### src/sideband_pkg.sv
// Shared constants and types for the processor sideband control block.
// Assumes a single 50 MHz bus clock and a synchronous active-high reset.
package sideband_pkg;

  localparam int CLK_PERIOD_NS = 20;
  // Power-on reset hold the system must give, in microseconds
  localparam int POR_HOLD_US = 2000;
  localparam int POR_HOLD_CYCLES = (POR_HOLD_US * 1000 + CLK_PERIOD_NS - 1) / CLK_PERIOD_NS;
  // Outputs must drop within this many bus clocks of seeing reset
  localparam int RESET_DROP_CLOCKS = 2;
  localparam int REQ_CMD_WIDTH = 5;
  localparam logic [4:0] REQ_CMD_IDLE = 5'h00;
  localparam logic [4:0] REQ_CMD_HALT = 5'h11;
  localparam logic [4:0] REQ_CMD_LOCKED = 5'h0A;
  localparam int SYNC_COUNT = 11;
  // Arbitrary identification value, not tied to any part
  localparam logic [15:0] DEVICE_SIGNATURE = 16'h0ABC;

  typedef enum logic [1:0] {
    LOCK_IDLE,
    LOCK_HOLD,
    LOCK_WAIT_END
  } lock_state_type;

endpackage : sideband_pkg

### src/sync_bank.sv
// Two-flop synchronisers for a bank of asynchronous inputs.
// Assumes all inputs are levels; a pulse narrower than one clock may be lost.
// No reset here: a strap held through reset must show on the first edge after release.
`timescale 1ns/10ps
module sync_bank #(
  parameter int WIDTH = 1
) (
  input wire logic clk, // Bus clock
  input wire logic [WIDTH-1:0] async_in, // Pins from outside
  output logic [WIDTH-1:0] sync_out // Synchronised levels
);

  logic [WIDTH-1:0] meta_q;
  logic [WIDTH-1:0] meta_d;
  logic [WIDTH-1:0] sync_q;
  logic [WIDTH-1:0] sync_d;

  genvar i;
  generate
    for (i = 0; i < WIDTH; i++)
    begin : g_bit
      always_comb
      begin
        meta_d[i] = async_in[i];
        sync_d[i] = meta_q[i];
      end
    end
  endgenerate

  // Clearing these in reset would hide the soft-init strap at reset release
  always_ff @(posedge clk)
  begin
    meta_q <= meta_d;
    sync_q <= sync_d;
  end

  assign sync_out = sync_q;

endmodule : sync_bank

### src/sideband_control.sv
// Sideband control, error, interrupt, lock and reset signalling toward the chipset.
// Assumes core events arrive as same-clock levels or pulses; pins are asynchronous.
//
// How it works
// - Unmasked FP error drives error/break when running
// - Break event held until stop-clock removed
// - Probe request during stop-clock is break event
// - Snoop stall drives hit and hit-modified together
// - Internal error sticky until reset or inits
// - Ignore-numeric-error continues; otherwise pending error faults
// - Numeric-error enable bit overrides ignore input
// - Soft init resets integer state, keeps caches
// - Snoops keep being serviced during soft init
// - Soft init at reset release starts self-test
// - Controller disabled: pins become maskable and nonmaskable
// - Local interrupt controller enabled after reset
// - Atomic hold spans whole locked sequence
// - Overtemperature output follows thermal monitor trip
// - Low-power indicator asserted in deepest sleep
// - Reset invalidates caches without writeback
// - Bus outputs dropped within two clocks of reset
// - Owner drives five request command lines
`timescale 1ns/10ps
module sideband_control
  import sideband_pkg::*;
(
  input wire logic clk, // Bus clock
  input wire logic rst, // Synchronous reset, active high
  input wire logic stop_clock_request, // Async pin, high = stop-clock asserted
  input wire logic probe_request, // Async pin, debug probe request
  input wire logic ignore_numeric_error, // Async pin
  input wire logic soft_init, // Async pin, soft initialisation
  input wire logic bus_init_request, // Async pin, bus init
  input wire logic [1:0] local_interrupt_pins, // Async pins
  input wire logic supply_stable_input, // Async pin, supplies good
  input wire logic priority_bus_request, // Async pin from priority agent
  input wire logic fp_error_detect, // Core: unmasked FP error level
  input wire logic fp_insn_noncontrol, // Core: noncontrol FP instruction issues
  input wire logic fp_error_pending, // Core: earlier FP instruction erred
  input wire logic numeric_error_enable_bit, // Core: control register zero bit
  input wire logic internal_error_event, // Core: internal error pulse
  input wire logic lic_enable_wr, // Core: write strobe for controller enable
  input wire logic lic_enable_val, // Core: new controller enable value
  input wire logic snoop_request, // Bus: snoop to service
  input wire logic snoop_stall_need, // Core: snoop result not ready
  input wire logic lock_begin, // Core: first locked transaction starts
  input wire logic lock_end, // Core: last locked transaction ends
  input wire logic txn_start, // Core: issue a transaction
  input wire logic [4:0] txn_cmd, // Core: transaction command
  input wire logic temp_max_trip, // Thermal monitor at max safe temperature
  input wire logic deep_sleep_state, // Power control: in deepest sleep
  output logic fp_error_break_event_out, // Shared error/break, high = asserted
  output logic internal_error_out, // High = internal error
  output logic snoop_hit, // Snoop hit
  output logic snoop_hit_modified, // Snoop hit modified
  output logic bus_atomic_hold, // Atomic lock hold
  output logic overtemperature_out, // High = overtemperature
  output logic low_power_status_indicator, // High = deepest sleep
  output logic [4:0] request_cmd, // Request command lines
  output logic request_valid, // Request command qualifier
  output logic fp_exception, // Core: raise FP exception pulse
  output logic maskable_interrupt_request, // Core: fallback maskable interrupt
  output logic nonmaskable_interrupt, // Core: fallback nonmaskable interrupt
  output logic [1:0] local_interrupt_out, // Core: pins in local interrupt role
  output logic integer_reset, // Core: reset integer regs, keep caches/FP
  output logic cache_invalidate, // Core: invalidate caches, no writeback
  output logic builtin_self_test, // Core: run self-test pulse
  output logic core_ready // Supplies stable and out of reset
);

  logic [SYNC_COUNT-1:0] async_raw;
  logic [SYNC_COUNT-1:0] async_sync;
  logic stop_clock_request_s;
  logic probe_request_s;
  logic ignore_numeric_error_s;
  logic init_s;
  logic bus_init_request_s;
  logic [1:0] lint_s;
  logic pgood_s;
  logic priority_bus_request_s;

  assign async_raw = {priority_bus_request_unused_tap(priority_bus_request), supply_stable_input,
                      local_interrupt_pins, bus_init_request, soft_init,
                      ignore_numeric_error, probe_request, stop_clock_request,
                      2'b00};

  function automatic logic priority_bus_request_unused_tap(input logic v);
    priority_bus_request_unused_tap = v;
  endfunction : priority_bus_request_unused_tap

  sync_bank #(
    .WIDTH(SYNC_COUNT)
  ) u_sync (
    .clk(clk),
    .async_in(async_raw),
    .sync_out(async_sync)
  );

  assign priority_bus_request_s = async_sync[10];
  assign pgood_s = async_sync[9];
  assign lint_s = async_sync[8:7];
  assign bus_init_request_s = async_sync[6];
  assign init_s = async_sync[5];
  assign ignore_numeric_error_s = async_sync[4];
  assign probe_request_s = async_sync[3];
  assign stop_clock_request_s = async_sync[2];

  // Error/break and error latch state
  logic break_q;
  logic break_d;
  logic internal_error_out_q;
  logic internal_error_out_d;
  logic ferr_q;
  logic ferr_d;
  logic fpexc_q;
  logic fpexc_d;

  always_comb
  begin
    break_d = break_q;
    if (!stop_clock_request_s)
      break_d = 1'b0;
    else if (fp_error_detect || probe_request_s)
      break_d = 1'b1;
    ferr_d = fp_error_detect && !stop_clock_request_s;
    // Set wins over clear so an error in the clearing cycle is not lost
    if (internal_error_event)
      internal_error_out_d = 1'b1;
    else if (bus_init_request_s || init_s)
      internal_error_out_d = 1'b0;
    else
      internal_error_out_d = internal_error_out_q;
    // Native error reporting bit makes the ignore pin irrelevant
    fpexc_d = fp_insn_noncontrol && fp_error_pending &&
              (numeric_error_enable_bit || !ignore_numeric_error_s);
  end

  always_ff @(posedge clk)
  begin
    if (rst)
    begin
      break_q <= 1'b0;
      internal_error_out_q <= 1'b0;
      ferr_q <= 1'b0;
      fpexc_q <= 1'b0;
    end
    else
    begin
      break_q <= break_d;
      internal_error_out_q <= internal_error_out_d;
      ferr_q <= ferr_d;
      fpexc_q <= fpexc_d;
    end
  end

  // Soft init, self-test strap and reset effects
  logic init_prev_q;
  logic init_prev_d;
  logic rst_prev_q;
  logic builtin_self_test_q;
  logic builtin_self_test_d;
  logic intrst_q;
  logic intrst_d;

  always_comb
  begin
    init_prev_d = init_s;
    // Strap caught by a clocked process on the first edge after release
    builtin_self_test_d = rst_prev_q && init_s;
    // A strap held high through reset is not a fresh soft init
    intrst_d = init_s && !init_prev_q && !rst_prev_q;
  end

  always_ff @(posedge clk)
  begin
    rst_prev_q <= rst;
    if (rst)
    begin
      init_prev_q <= 1'b0;
      builtin_self_test_q <= 1'b0;
      intrst_q <= 1'b0;
    end
    else
    begin
      init_prev_q <= init_prev_d;
      builtin_self_test_q <= builtin_self_test_d;
      intrst_q <= intrst_d;
    end
  end

  // Local interrupt controller enable and pin role
  logic lic_en_q;
  logic lic_en_d;

  always_comb
  begin
    lic_en_d = lic_enable_wr ? lic_enable_val : lic_en_q;
  end

  always_ff @(posedge clk)
  begin
    if (rst)
      lic_en_q <= 1'b1;
    else
      lic_en_q <= lic_en_d;
  end

  // Lock sequencing and request commands
  lock_state_type lock_q;
  lock_state_type lock_d;
  logic [4:0] cmd_q;
  logic [4:0] cmd_d;
  logic req_q;
  logic req_d;
  logic stall_q;
  logic stall_d;
  logic hot_q;
  logic psi_q;

  always_comb
  begin
    lock_d = lock_q;
    case (lock_q)
      LOCK_IDLE:
        if (lock_begin && txn_start)
          lock_d = LOCK_HOLD;
      LOCK_HOLD:
        if (lock_end)
          lock_d = LOCK_WAIT_END;
      LOCK_WAIT_END:
        lock_d = LOCK_IDLE;
      default:
        lock_d = LOCK_IDLE;
    endcase
    req_d = txn_start;
    cmd_d = txn_start ? txn_cmd : REQ_CMD_IDLE;
    if (internal_error_event)
    begin
      req_d = 1'b1;
      cmd_d = REQ_CMD_HALT;
    end
    // Stall stays serviced through soft init; both lines move together
    stall_d = snoop_request && snoop_stall_need;
  end

  always_ff @(posedge clk)
  begin
    if (rst)
    begin
      lock_q <= LOCK_IDLE;
      cmd_q <= REQ_CMD_IDLE;
      req_q <= 1'b0;
      stall_q <= 1'b0;
      hot_q <= 1'b0;
      psi_q <= 1'b0;
    end
    else
    begin
      lock_q <= lock_d;
      cmd_q <= cmd_d;
      req_q <= req_d;
      stall_q <= stall_d;
      hot_q <= temp_max_trip;
      psi_q <= deep_sleep_state;
    end
  end

  // Bus outputs come from flops cleared by reset, so they drop in one clock
  assign fp_error_break_event_out = ferr_q || break_q;
  assign internal_error_out = internal_error_out_q;
  assign snoop_hit = stall_q;
  assign snoop_hit_modified = stall_q;
  assign bus_atomic_hold = (lock_q != LOCK_IDLE);
  assign overtemperature_out = hot_q;
  assign low_power_status_indicator = psi_q;
  assign request_cmd = cmd_q;
  assign request_valid = req_q;
  assign fp_exception = fpexc_q;
  assign maskable_interrupt_request = !lic_en_q && lint_s[0];
  assign nonmaskable_interrupt = !lic_en_q && lint_s[1];
  assign local_interrupt_out = lic_en_q ? lint_s : 2'b00;
  assign integer_reset = intrst_q;
  assign cache_invalidate = rst;
  assign builtin_self_test = builtin_self_test_q;
  assign core_ready = pgood_s && !rst && !priority_bus_request_s_unused();

  function automatic logic priority_bus_request_s_unused();
    priority_bus_request_s_unused = 1'b0 & priority_bus_request_s & async_sync[1] & async_sync[0];
  endfunction : priority_bus_request_s_unused

endmodule : sideband_control

### config.mk
export PLATFORM = sky130hd
export DESIGN_NAME = sideband_control
export DESIGN_NICKNAME = d
export VERILOG_FILES = /design/src/sideband_pkg.sv /design/src/sync_bank.sv /design/src/sideband_control.sv
export SDC_FILE = /design/constraint.sdc
export NUM_CORES = 1
export LEC_CHECK = 0
export BUFFER_PORTS_ARGS = -buffer_cell sky130_fd_sc_hd__clkbuf_2
export CAP_MARGIN = 10
export CELL_PAD_IN_SITES_DETAIL_PLACEMENT = 1
export CELL_PAD_IN_SITES_GLOBAL_PLACEMENT = 1
export CORE_UTILIZATION = 31
export CTS_CLUSTER_SIZE = 14
export DETAILED_ROUTE_END_ITERATION = 10
export MAX_ROUTING_LAYER = met4
export PLACE_DENSITY_LB_ADDON = 0.1
export RECOVER_POWER = 100
export SLEW_MARGIN = 0
export SYNTH_ARGS = -nofsm -noshare
export SYNTH_HDL_FRONTEND = slang
export SYNTH_SLANG_ARGS = --single-unit
export TNS_END_PERCENT = 100
### constraint.sdc
create_clock -name clk -period 1 [get_ports clk]
set_input_delay 0.1 -clock clk [delete_from_list [all_inputs] [get_ports clk]]
set_output_delay 0.1 -clock clk [all_outputs]
set_load 0.005 [all_outputs]
# After elaboration in Yosys (flattened, before gate mapping)
# Cells that the tools add are included.
[totals]
out_inout_bits = 22
reg_bits = 36
wordCells = 59
input_bits = 30
[op_classes]
bitwise_logic = 2
eq_ne = 3
muxes = 9
n_reduce_logical = 27
[ops]
columns = ["operator", "n"]
rows = [
  ["logical AND 1 bit", 11],
  ["two-way mux 5 bit", 2],
  ["logical NOT 1 bit", 6],
  ["two-way mux 2 bit", 3],
  ["logical OR 1 bit", 4],
  ["!= test 2 bit (second input constant)", 2],
  ["one-hot mux 2 bit (2 select lines)", 1],
  ["nonzero test 2 bit", 2],
  ["two-way mux 1 bit", 3],
  ["OR reduction 3 bit", 1],
  ["equality test 2 x 1 -> 1 bit (second input constant)", 1],
  ["logical NOT 2 bit", 1],
  ["NOT 1 bit", 2],
  ["AND reduction 2 bit", 1],
  ["OR reduction 2 bit", 1],
]

# Depth between registers and ports, before layout
# Gate-level depths: netlist of run 1.
[logic_depth]
depth_word = 3
ltp_mapped = 2
depth_no_buf = 2

# By module
# A second synthesis of run 1 with hierarchy kept.
[hier_totals]
hier_cells = 86
area_unflattened_um2 = 1103.6
[modules_own_cells]
columns = ["mod", "instances", "area_per_inst_um2", "seq_area_each_um2", "cells_each"]
rows = [
  ["sideband_control", 1, 663.1, 400.4, 64],
  ["sync_bank", 1, 440.4, 440.4, 22],
]

# Worst setup path before layout of run 1
# No wires, ideal clock.
[synth_path]
path_type = "register to register"
start = "register internal_error_out (netlist name)"
end = "register internal_error_out_q (netlist: internal_error_out)"
n_path_buf = 0
arrival_ns = 0.792
slack_ns = 0.142
period_less_slack_ns = 0.858
required_time_ns = 0.934
setup_ns = 0.066
stages_incl_launch_ff = 3
path_cell_list = "dfxtp_1 or3b_1 a21oi_2"
[synth_lines]
columns = ["item", "line_no", "source"]
rows = [
  ["end signal: assignment", "sideband_control.sv:150", "internal_error_out_q <= internal_error_out_d;"],
  ["end: declaration", "sideband_control.sv:111", "logic internal_error_out_q;"],
]

# Worst setup path after layout of run 1
[layout_path]
start = "register lock_q[0]"
end = "output bus_atomic_hold"
[layout_between]
elab_chain_len = 1
[layout_rtl]
columns = ["item", "line_no", "source"]
rows = [
  ["start: declaration", "sideband_control.sv:209", "lock_state_type lock_q;"],
  ["start signal: assignment", "sideband_control.sv:259", "lock_q <= lock_d;"],
  ["nonzero test 2 bit", "sideband_control.sv:273", "assign bus_atomic_hold = (lock_q != LOCK_IDLE);"],
  ["end: declaration", "sideband_control.sv:56", "output logic bus_atomic_hold,"],
]
# No other way between the ends.

==> run metrics, run 1 <==
Placement Cell Area=1270 um2; pin count of the biggest net entering global routing=14; Synth Area in Simple Gates=~20%; Starting Density=32.4%; CTS root buffer=clkbuf_4; r2r endpoint=lock_q[0]; fin crit share=109%; P&R area growth vs syn=59.0%; critical path's largest stage delay=roughly 0.33 ns; Final Core Density=51.4%; post-synthesis mux area share=0%; antenna cells=0; Final Setup Violations=5; fraction of the mapped netlist area in compound gates=under 10%; WHS Path Cells=3; Post-synth ARST share=0%; H-tree level count=2; sw power=roughly 550 uW; relative slew slack=about 59%; FP Rows=20; DR WL/cell=about 10 um; initial antenna violation count=0; final wirelength=between 2 and 2.5 mm; max_cap viols=0; DIE HEIGHT=58.2 um; Worst Skew=0.00611 ns; final worst setup slack=-0.0946 ns; cell area after synthesis=980 um2; Final Hold Viols=0; Reg power frac=between 50% and 60%; reg2reg setup slack=~0.07 ns; via count=805; Sink Count=36; number of synthesized flops with an enable pin=0; Internal=2.02 mW; setup TNS=-0.236 ns; TritonCTS Buffers=5; CTS clk-pin slew, worst paths=approximately 0.10 ns; status=complete, but fails checks; port bufs=50; area share of the largest cell type after synthesis=73.6%; placed insts=about 170; Net Sw Frac=between 20% and 30%; first-pass GRT wire length=between 3 and 4 mm; synth top area cells=dfxtp_1, nor2b_1, and2_1; Main synth FF type=dfxtp_1; Worst R2R Path Depth=3; syn_nets=109; crit path kind=flip-flop to output pin; main combinational cell family by area after synthesis=simple AND/OR/NAND/NOR gates; P per Cell Area=roughly 1600 nW/um2; RSZ-0062 raised after global routing=yes; Die ar.=between 3000 and 4000 um2; vias in the first global route=847; Initial DRC Count=14; Post-Synth Adder-Cell Area=0%; CTS Buffer Depth=2; antenna-violating nets left=0; WP data arrival=~0.99 ns; Hold Path Sink=request_cmd[0]; P_leak=roughly 0.7 nW; combinational fraction of design power=10.0%; Avg Vias per Cell=4.03; clock share of power=between 30% and 40%; residual DRC count=0; Hold Path Origin=txn_cmd[0]; Least-Margin Pin Slew=0.608 ns; failing checks=negative setup slack; Critical Path End Type=output pin; xor and xnor area share after synthesis=0%; nets@finish=185; post-synth cell types=19; mean post-synth cell area=roughly 12 um2; Setup Slack @ Placement=roughly 0.11 ns; Seq/Total Area, Yosys=between 70 and 80%; most common cell in the netlist=dfxtp_1; synthesized flop and latch total=36; most frequent cells after synthesis=dfxtp_1, nor2b_1, and2_1, nor2_1, nor3b_1; I/O pin cnt=52; Synth Warn #=0; Worst Path Max Fanout=2; Core ar.=between 3000 and 4000 um2; r2r startpoint=lock_q[0]; Pins Over Slew Limit=0; worst vdd ir=between 900 and 1000 uV; Die W=approximately 58 um; Syn Inst Count=79; Remaining Overflow, GRT=0; gp weighted congestion=approximately 0.56; final cell count without fillers=200; Hold Path Class=primary input to flip-flop; post-synth top area cell=dfxtp_1; CP required=0.90 ns; critical path startpoint category=flip-flop; Achievable Freq=approximately 0.9 GHz; first-pass detailed-route iteration total=5; CTS tree=yes; later-pin clock latency in the skew report=between 0.3 and 0.4 ns; share of cells above drive strength 1=just under 40%; total global-route track usage=roughly 14%; design area=1560 um2; Critical-path top delay cell=dfxtp_1; Final min period=between 1 and 1.5 ns; worst path cell trace=or2_4, clkbuf_2
-- cell type report --
type	instances	area, um2
fill	351	1470
inverter	1	3.75
clock buffer	8	58.8
sequential	36	729
timing repair buffer	72	460
multi-input combinational	39	250
tap	44	55.1
-- placed cells by master (no fill, tap or decap) --
cell / count
clkbuf_2: 40
dfxtp_1: 31
dlygate4sd3_1: 20
clkbuf_1: 9
nor2b_1: 7
nor2_1: 5
clkbuf_4: 5
nor3b_1: 4
and2_0: 4
dfxtp_2: 4
nor3_1: 3
nand2_1: 3
buf_2: 3
or2_4: 2
and2_4: 2
a21oi_1: 2
nor2b_4: 1
inv_1: 1
or3b_1: 1
a21oi_2: 1
a211o_1: 1
nand2b_1: 1
nand3b_1: 1
a211oi_1: 1
clkbuf_8: 1
dfxtp_4: 1
buf_6: 1
buf_4: 1
-- metrics by stage --
step / hold WS [ns] / power (mW)
3_3_place_gp: 0.203 / 1.74
3_5_place_dp: 0.204 / 1.74
5_1_grt: 0.00682 / 2.69
2_1_floorplan: 0.128 / 1.63
6_report: 0.00797 / 2.57
4_1_cts: 0.00109 / 2.59
-- how the worst max path moves through the flow --
stage / cells past startpoint / endpoint / startpoint / slack, ns
after floorplan: 2 / internal_error_out / internal_error_out / 0.14
after global placement: 2 / internal_error_out / u_sync.sync_out[5] / 0.14
after detailed placement: 3 / request_cmd[3] / rst / 0.11
after CTS: 2 / bus_atomic_hold / lock_q[0] / -0.10
after global routing: 2 / fp_error_break_event_out / ferr_q / -0.13
final: 2 / bus_atomic_hold / lock_q[0] / -0.09
-- critical path: cells and delay by family (launching register included) --
| family | cells | cell delay [ns] |
|---|---|---|
| and+or+nand+nor | 1 | 0.24 |
| DFF | 1 | 0.33 |
| buffers and inverters | 1 | 0.11 |
-- metal layers --
layer | vias up | track usage (%) | routed length (um)
met2 | 33 | 25.5 | 1120
met5 | - | - | 0
met4 | 0 | 8.16 | 42
met1 | 363 | 12.2 | 800
met3 | 5 | 4.91 | 130
li1 | 404 | - | -
-- kinds of logic (layout without fill, tap and decap cells) --
kind of cell    after synthesis  count (layout)
flops                        36              36
simple gates                 34              34
compound gates                5               5
buf+inv                       4              81
-- power groups by stage --
stage / Combinational, mW / Clock, mW / Sequential (mW)
finish: 0.256 / 0.780 / 1.53
global route: 0.281 / 0.865 / 1.54
CTS: 0.251 / 0.812 / 1.53
detailed placement: 0.181 / 0 / 1.56
global placement: 0.177 / 0 / 1.56
floorplan: 0.0669 / 0 / 1.56
-- sequential cells by signal (all words and copies together) (netlist names) --
name / flops
low_power_status_indicator: 1
u_sync.sync_out: 8
break_q: 1
builtin_self_test: 1
snoop_hit: 1
rst_prev_q: 1
u_sync.meta_q: 8
internal_error_out: 1
overtemperature_out: 1
integer_reset: 1
fp_exception: 1
lock_q: 2
lic_en_q: 1
init_prev_q: 1
ferr_q: 1
request_cmd: 5
request_valid: 1
-- repair_timing --
action,4_1_cts,5_1_grt
resized for setup,5,12
hold endpoints to repair,17,0
setup endpoints to repair,7,7
hold buffers,20,0
setup buffers,1,0
pin swaps,1,0
Note: power is estimated with default switching activity, not from simulation.
==> run 2: changes to the inputs <==
==> constraint.sdc (replaced) <==
create_clock -name clk -period 1 [get_ports clk]
set_input_delay 0.15 -clock clk [delete_from_list [all_inputs] [get_ports clk]]
set_output_delay 0.15 -clock clk [all_outputs]
set_load 0.005 [all_outputs]
==> run metrics, run 2 (same netlist as run 1, synthesis figures left out) <==
pin count of the biggest net entering global routing=14 (unchanged); fin crit share=115% (+5.3 points); gp weighted congestion=0.562 (+0.25%); most common cell after layout, fill and taps aside=clkbuf_2; Critical Path End Type=output pin; port bufs=50 (unchanged); failing checks=negative setup slack; Final Hold Viols=0 (unchanged); Hold Path Class=primary input to flip-flop; worst vdd ir=882 uV (-4.5%); Die ar.=3390 um2 (unchanged); Least-Margin Pin Slew=0.521 ns (-0.0869 ns); sw power=534 uW (-2.1%); WP data arrival=1.00 ns (about the same); CTS root buffer=clkbuf_4; status=complete, but fails checks; reg2reg setup slack=0.07 ns (about the same); final cell count without fillers=190 (-5.0%); WHS Path Cells=2 (-1); critical path startpoint category=flip-flop; Setup Slack @ Placement=0.0860 ns (-0.0290 ns); Worst Skew=0.00611 ns (-0.00000391 ns); via count=776 (-3.6%); final wirelength=1.81 mm (-14%); Worst R2R Path Depth=3 (unchanged); Avg Vias per Cell=4.08 (+1.5%); hpwl dp=around 1.3 mm; final worst setup slack=-0.147 ns (-0.0525 ns); CTS Buffer Depth=2 (unchanged); Pins Over Slew Limit=0 (unchanged); Net Sw Frac=20.7% (-0.56 points); CTS tree=yes; total global-route track usage=12.3% (-1.6 points); Final min period=1.15 ns (+0.0525 ns); P per Cell Area=1760 nW/um2 (+6.9%); H-tree level count=2 (unchanged); Sink Count=36 (unchanged); CTS clk-pin slew, worst paths=0.10 ns (about the same); I/O pin cnt=52 (unchanged); Final Core Density=48.4% (-3.0 points); P&R area growth vs syn=49.7%; relative slew slack=65.3% (+5.8 points); Filler cells=330 (-6.0%); Remaining Overflow, GRT=0 (unchanged); FP Rows=20 (unchanged); combinational fraction of design power=8.6% (-1.4 points); crit path kind=flip-flop to output pin; Die W=58.2 um (unchanged); clock share of power=32.2% (+1.8 points); DIE HEIGHT=58.2 um (unchanged); first-pass GRT wire length=2.85 mm (-14%); Achievable Freq=0.872 GHz (-4.6%); CP required=0.85 ns (-0.05 ns); setup TNS=-0.587 ns (-0.352 ns); residual DRC count=0 (unchanged); DR WL/cell=9.50 um (-9.1%); later-pin clock latency in the skew report=0.33 ns (about the same); vias in the first global route=723 (-15%); share of cells above drive strength 1=42.5% (+2.7 points); Final Setup Violations=7 (+2); placed insts=171 (unchanged); Worst Path Max Fanout=2 (unchanged); hold_ws=0.0189 ns (+0.0109 ns); antenna cells=0 (unchanged); register area=728 um2 (-0.17%); Core ar.=3030 um2 (unchanged); nets@finish=176 (-4.9%); Reg power frac=59.2% (-0.4 points); Starting Density=32.4% (unchanged); antenna-violating nets left=0 (unchanged); multi-input combinational cell area=243 um2 (-3.0%); Initial DRC Count=19 (+5); initial antenna violation count=0 (unchanged); P_leak=0.680 nW (-4.6%); TritonCTS Buffers=5 (unchanged); most frequent cells in the layout=clkbuf_2, dfxtp_1, dlygate4sd3_1, nor2b_1, clkbuf_1; Internal=2.05 mW (+1.3%); first-pass detailed-route iteration total=4 (-1); RSZ-0062 raised after global routing=yes; max_cap viols=0 (unchanged)
run 2: cell types whose count changed in the layout (fill, tap and decap cells not counted), sizes merged:
cell,change
dlygate4sd3,-9
clkbuf,-1
run 2: worst max-delay path, stage by stage, from the launching register on:
cell      delay, ns
dfxtp_2        0.33
or2_4          0.23
clkbuf_2       0.11
run 2: worst paths after layout:
check                                       from            endpoint
worst min register to register  u_sync.meta_q[6]  u_sync.sync_out[6]
worst max register to register         lock_q[0]           lock_q[0]
worst max-delay path                   lock_q[0]     bus_atomic_hold
worst min-delay path              lic_enable_val            lic_en_q
run 2: cell type report:
| type | count | area share (%) |
|---|---|---|
| multi-input combinational | 39 | 16.6 |
| inverter | 1 | 0.256 |
| timing repair buffer | 63 | 25.3 |
| sequential | 36 | 49.7 |
| tap | 44 | 3.75 |
| clock buffer | 7 | 4.44 |
run 2: timing repair:
action / in CTS / in global routing
hold buffers: 11 / 0
setup buffers: 1 / 0
endpoints found under the hold margin: 11 / 0
pin swaps: 1 / 0
resized for setup: 5 / 8
endpoints found under the setup margin: 7 / 7
run 2: power by group through the flow:
stage	logic [mW]	clock network [mW]	registers, mW
3_5_place_dp	0.181	0	1.56
5_1_grt	0.246	0.917	1.54
3_3_place_gp	0.177	0	1.56
2_1_floorplan	0.0669	0	1.56
6_report	0.223	0.830	1.53
4_1_cts	0.223	0.878	1.53
run 2: per-layer routing:
metal / up-vias / wire length [um] / global-route usage [%]
li1: 390 / - / -
met1: 346 / 711 / 10.8
met2: 33 / 912 / 20.9
met3: 7 / 120 / 4.69
met4: 0 / 61 / 10.2
met5: - / 0 / -
run 2: stage by stage:
step	cell area [um2]	total power, mW
2_1_floorplan	980	1.63
3_3_place_gp	1270	1.74
3_5_place_dp	1270	1.74
4_1_cts	1460	2.63
5_1_grt	1470	2.70
6_report	1470	2.58
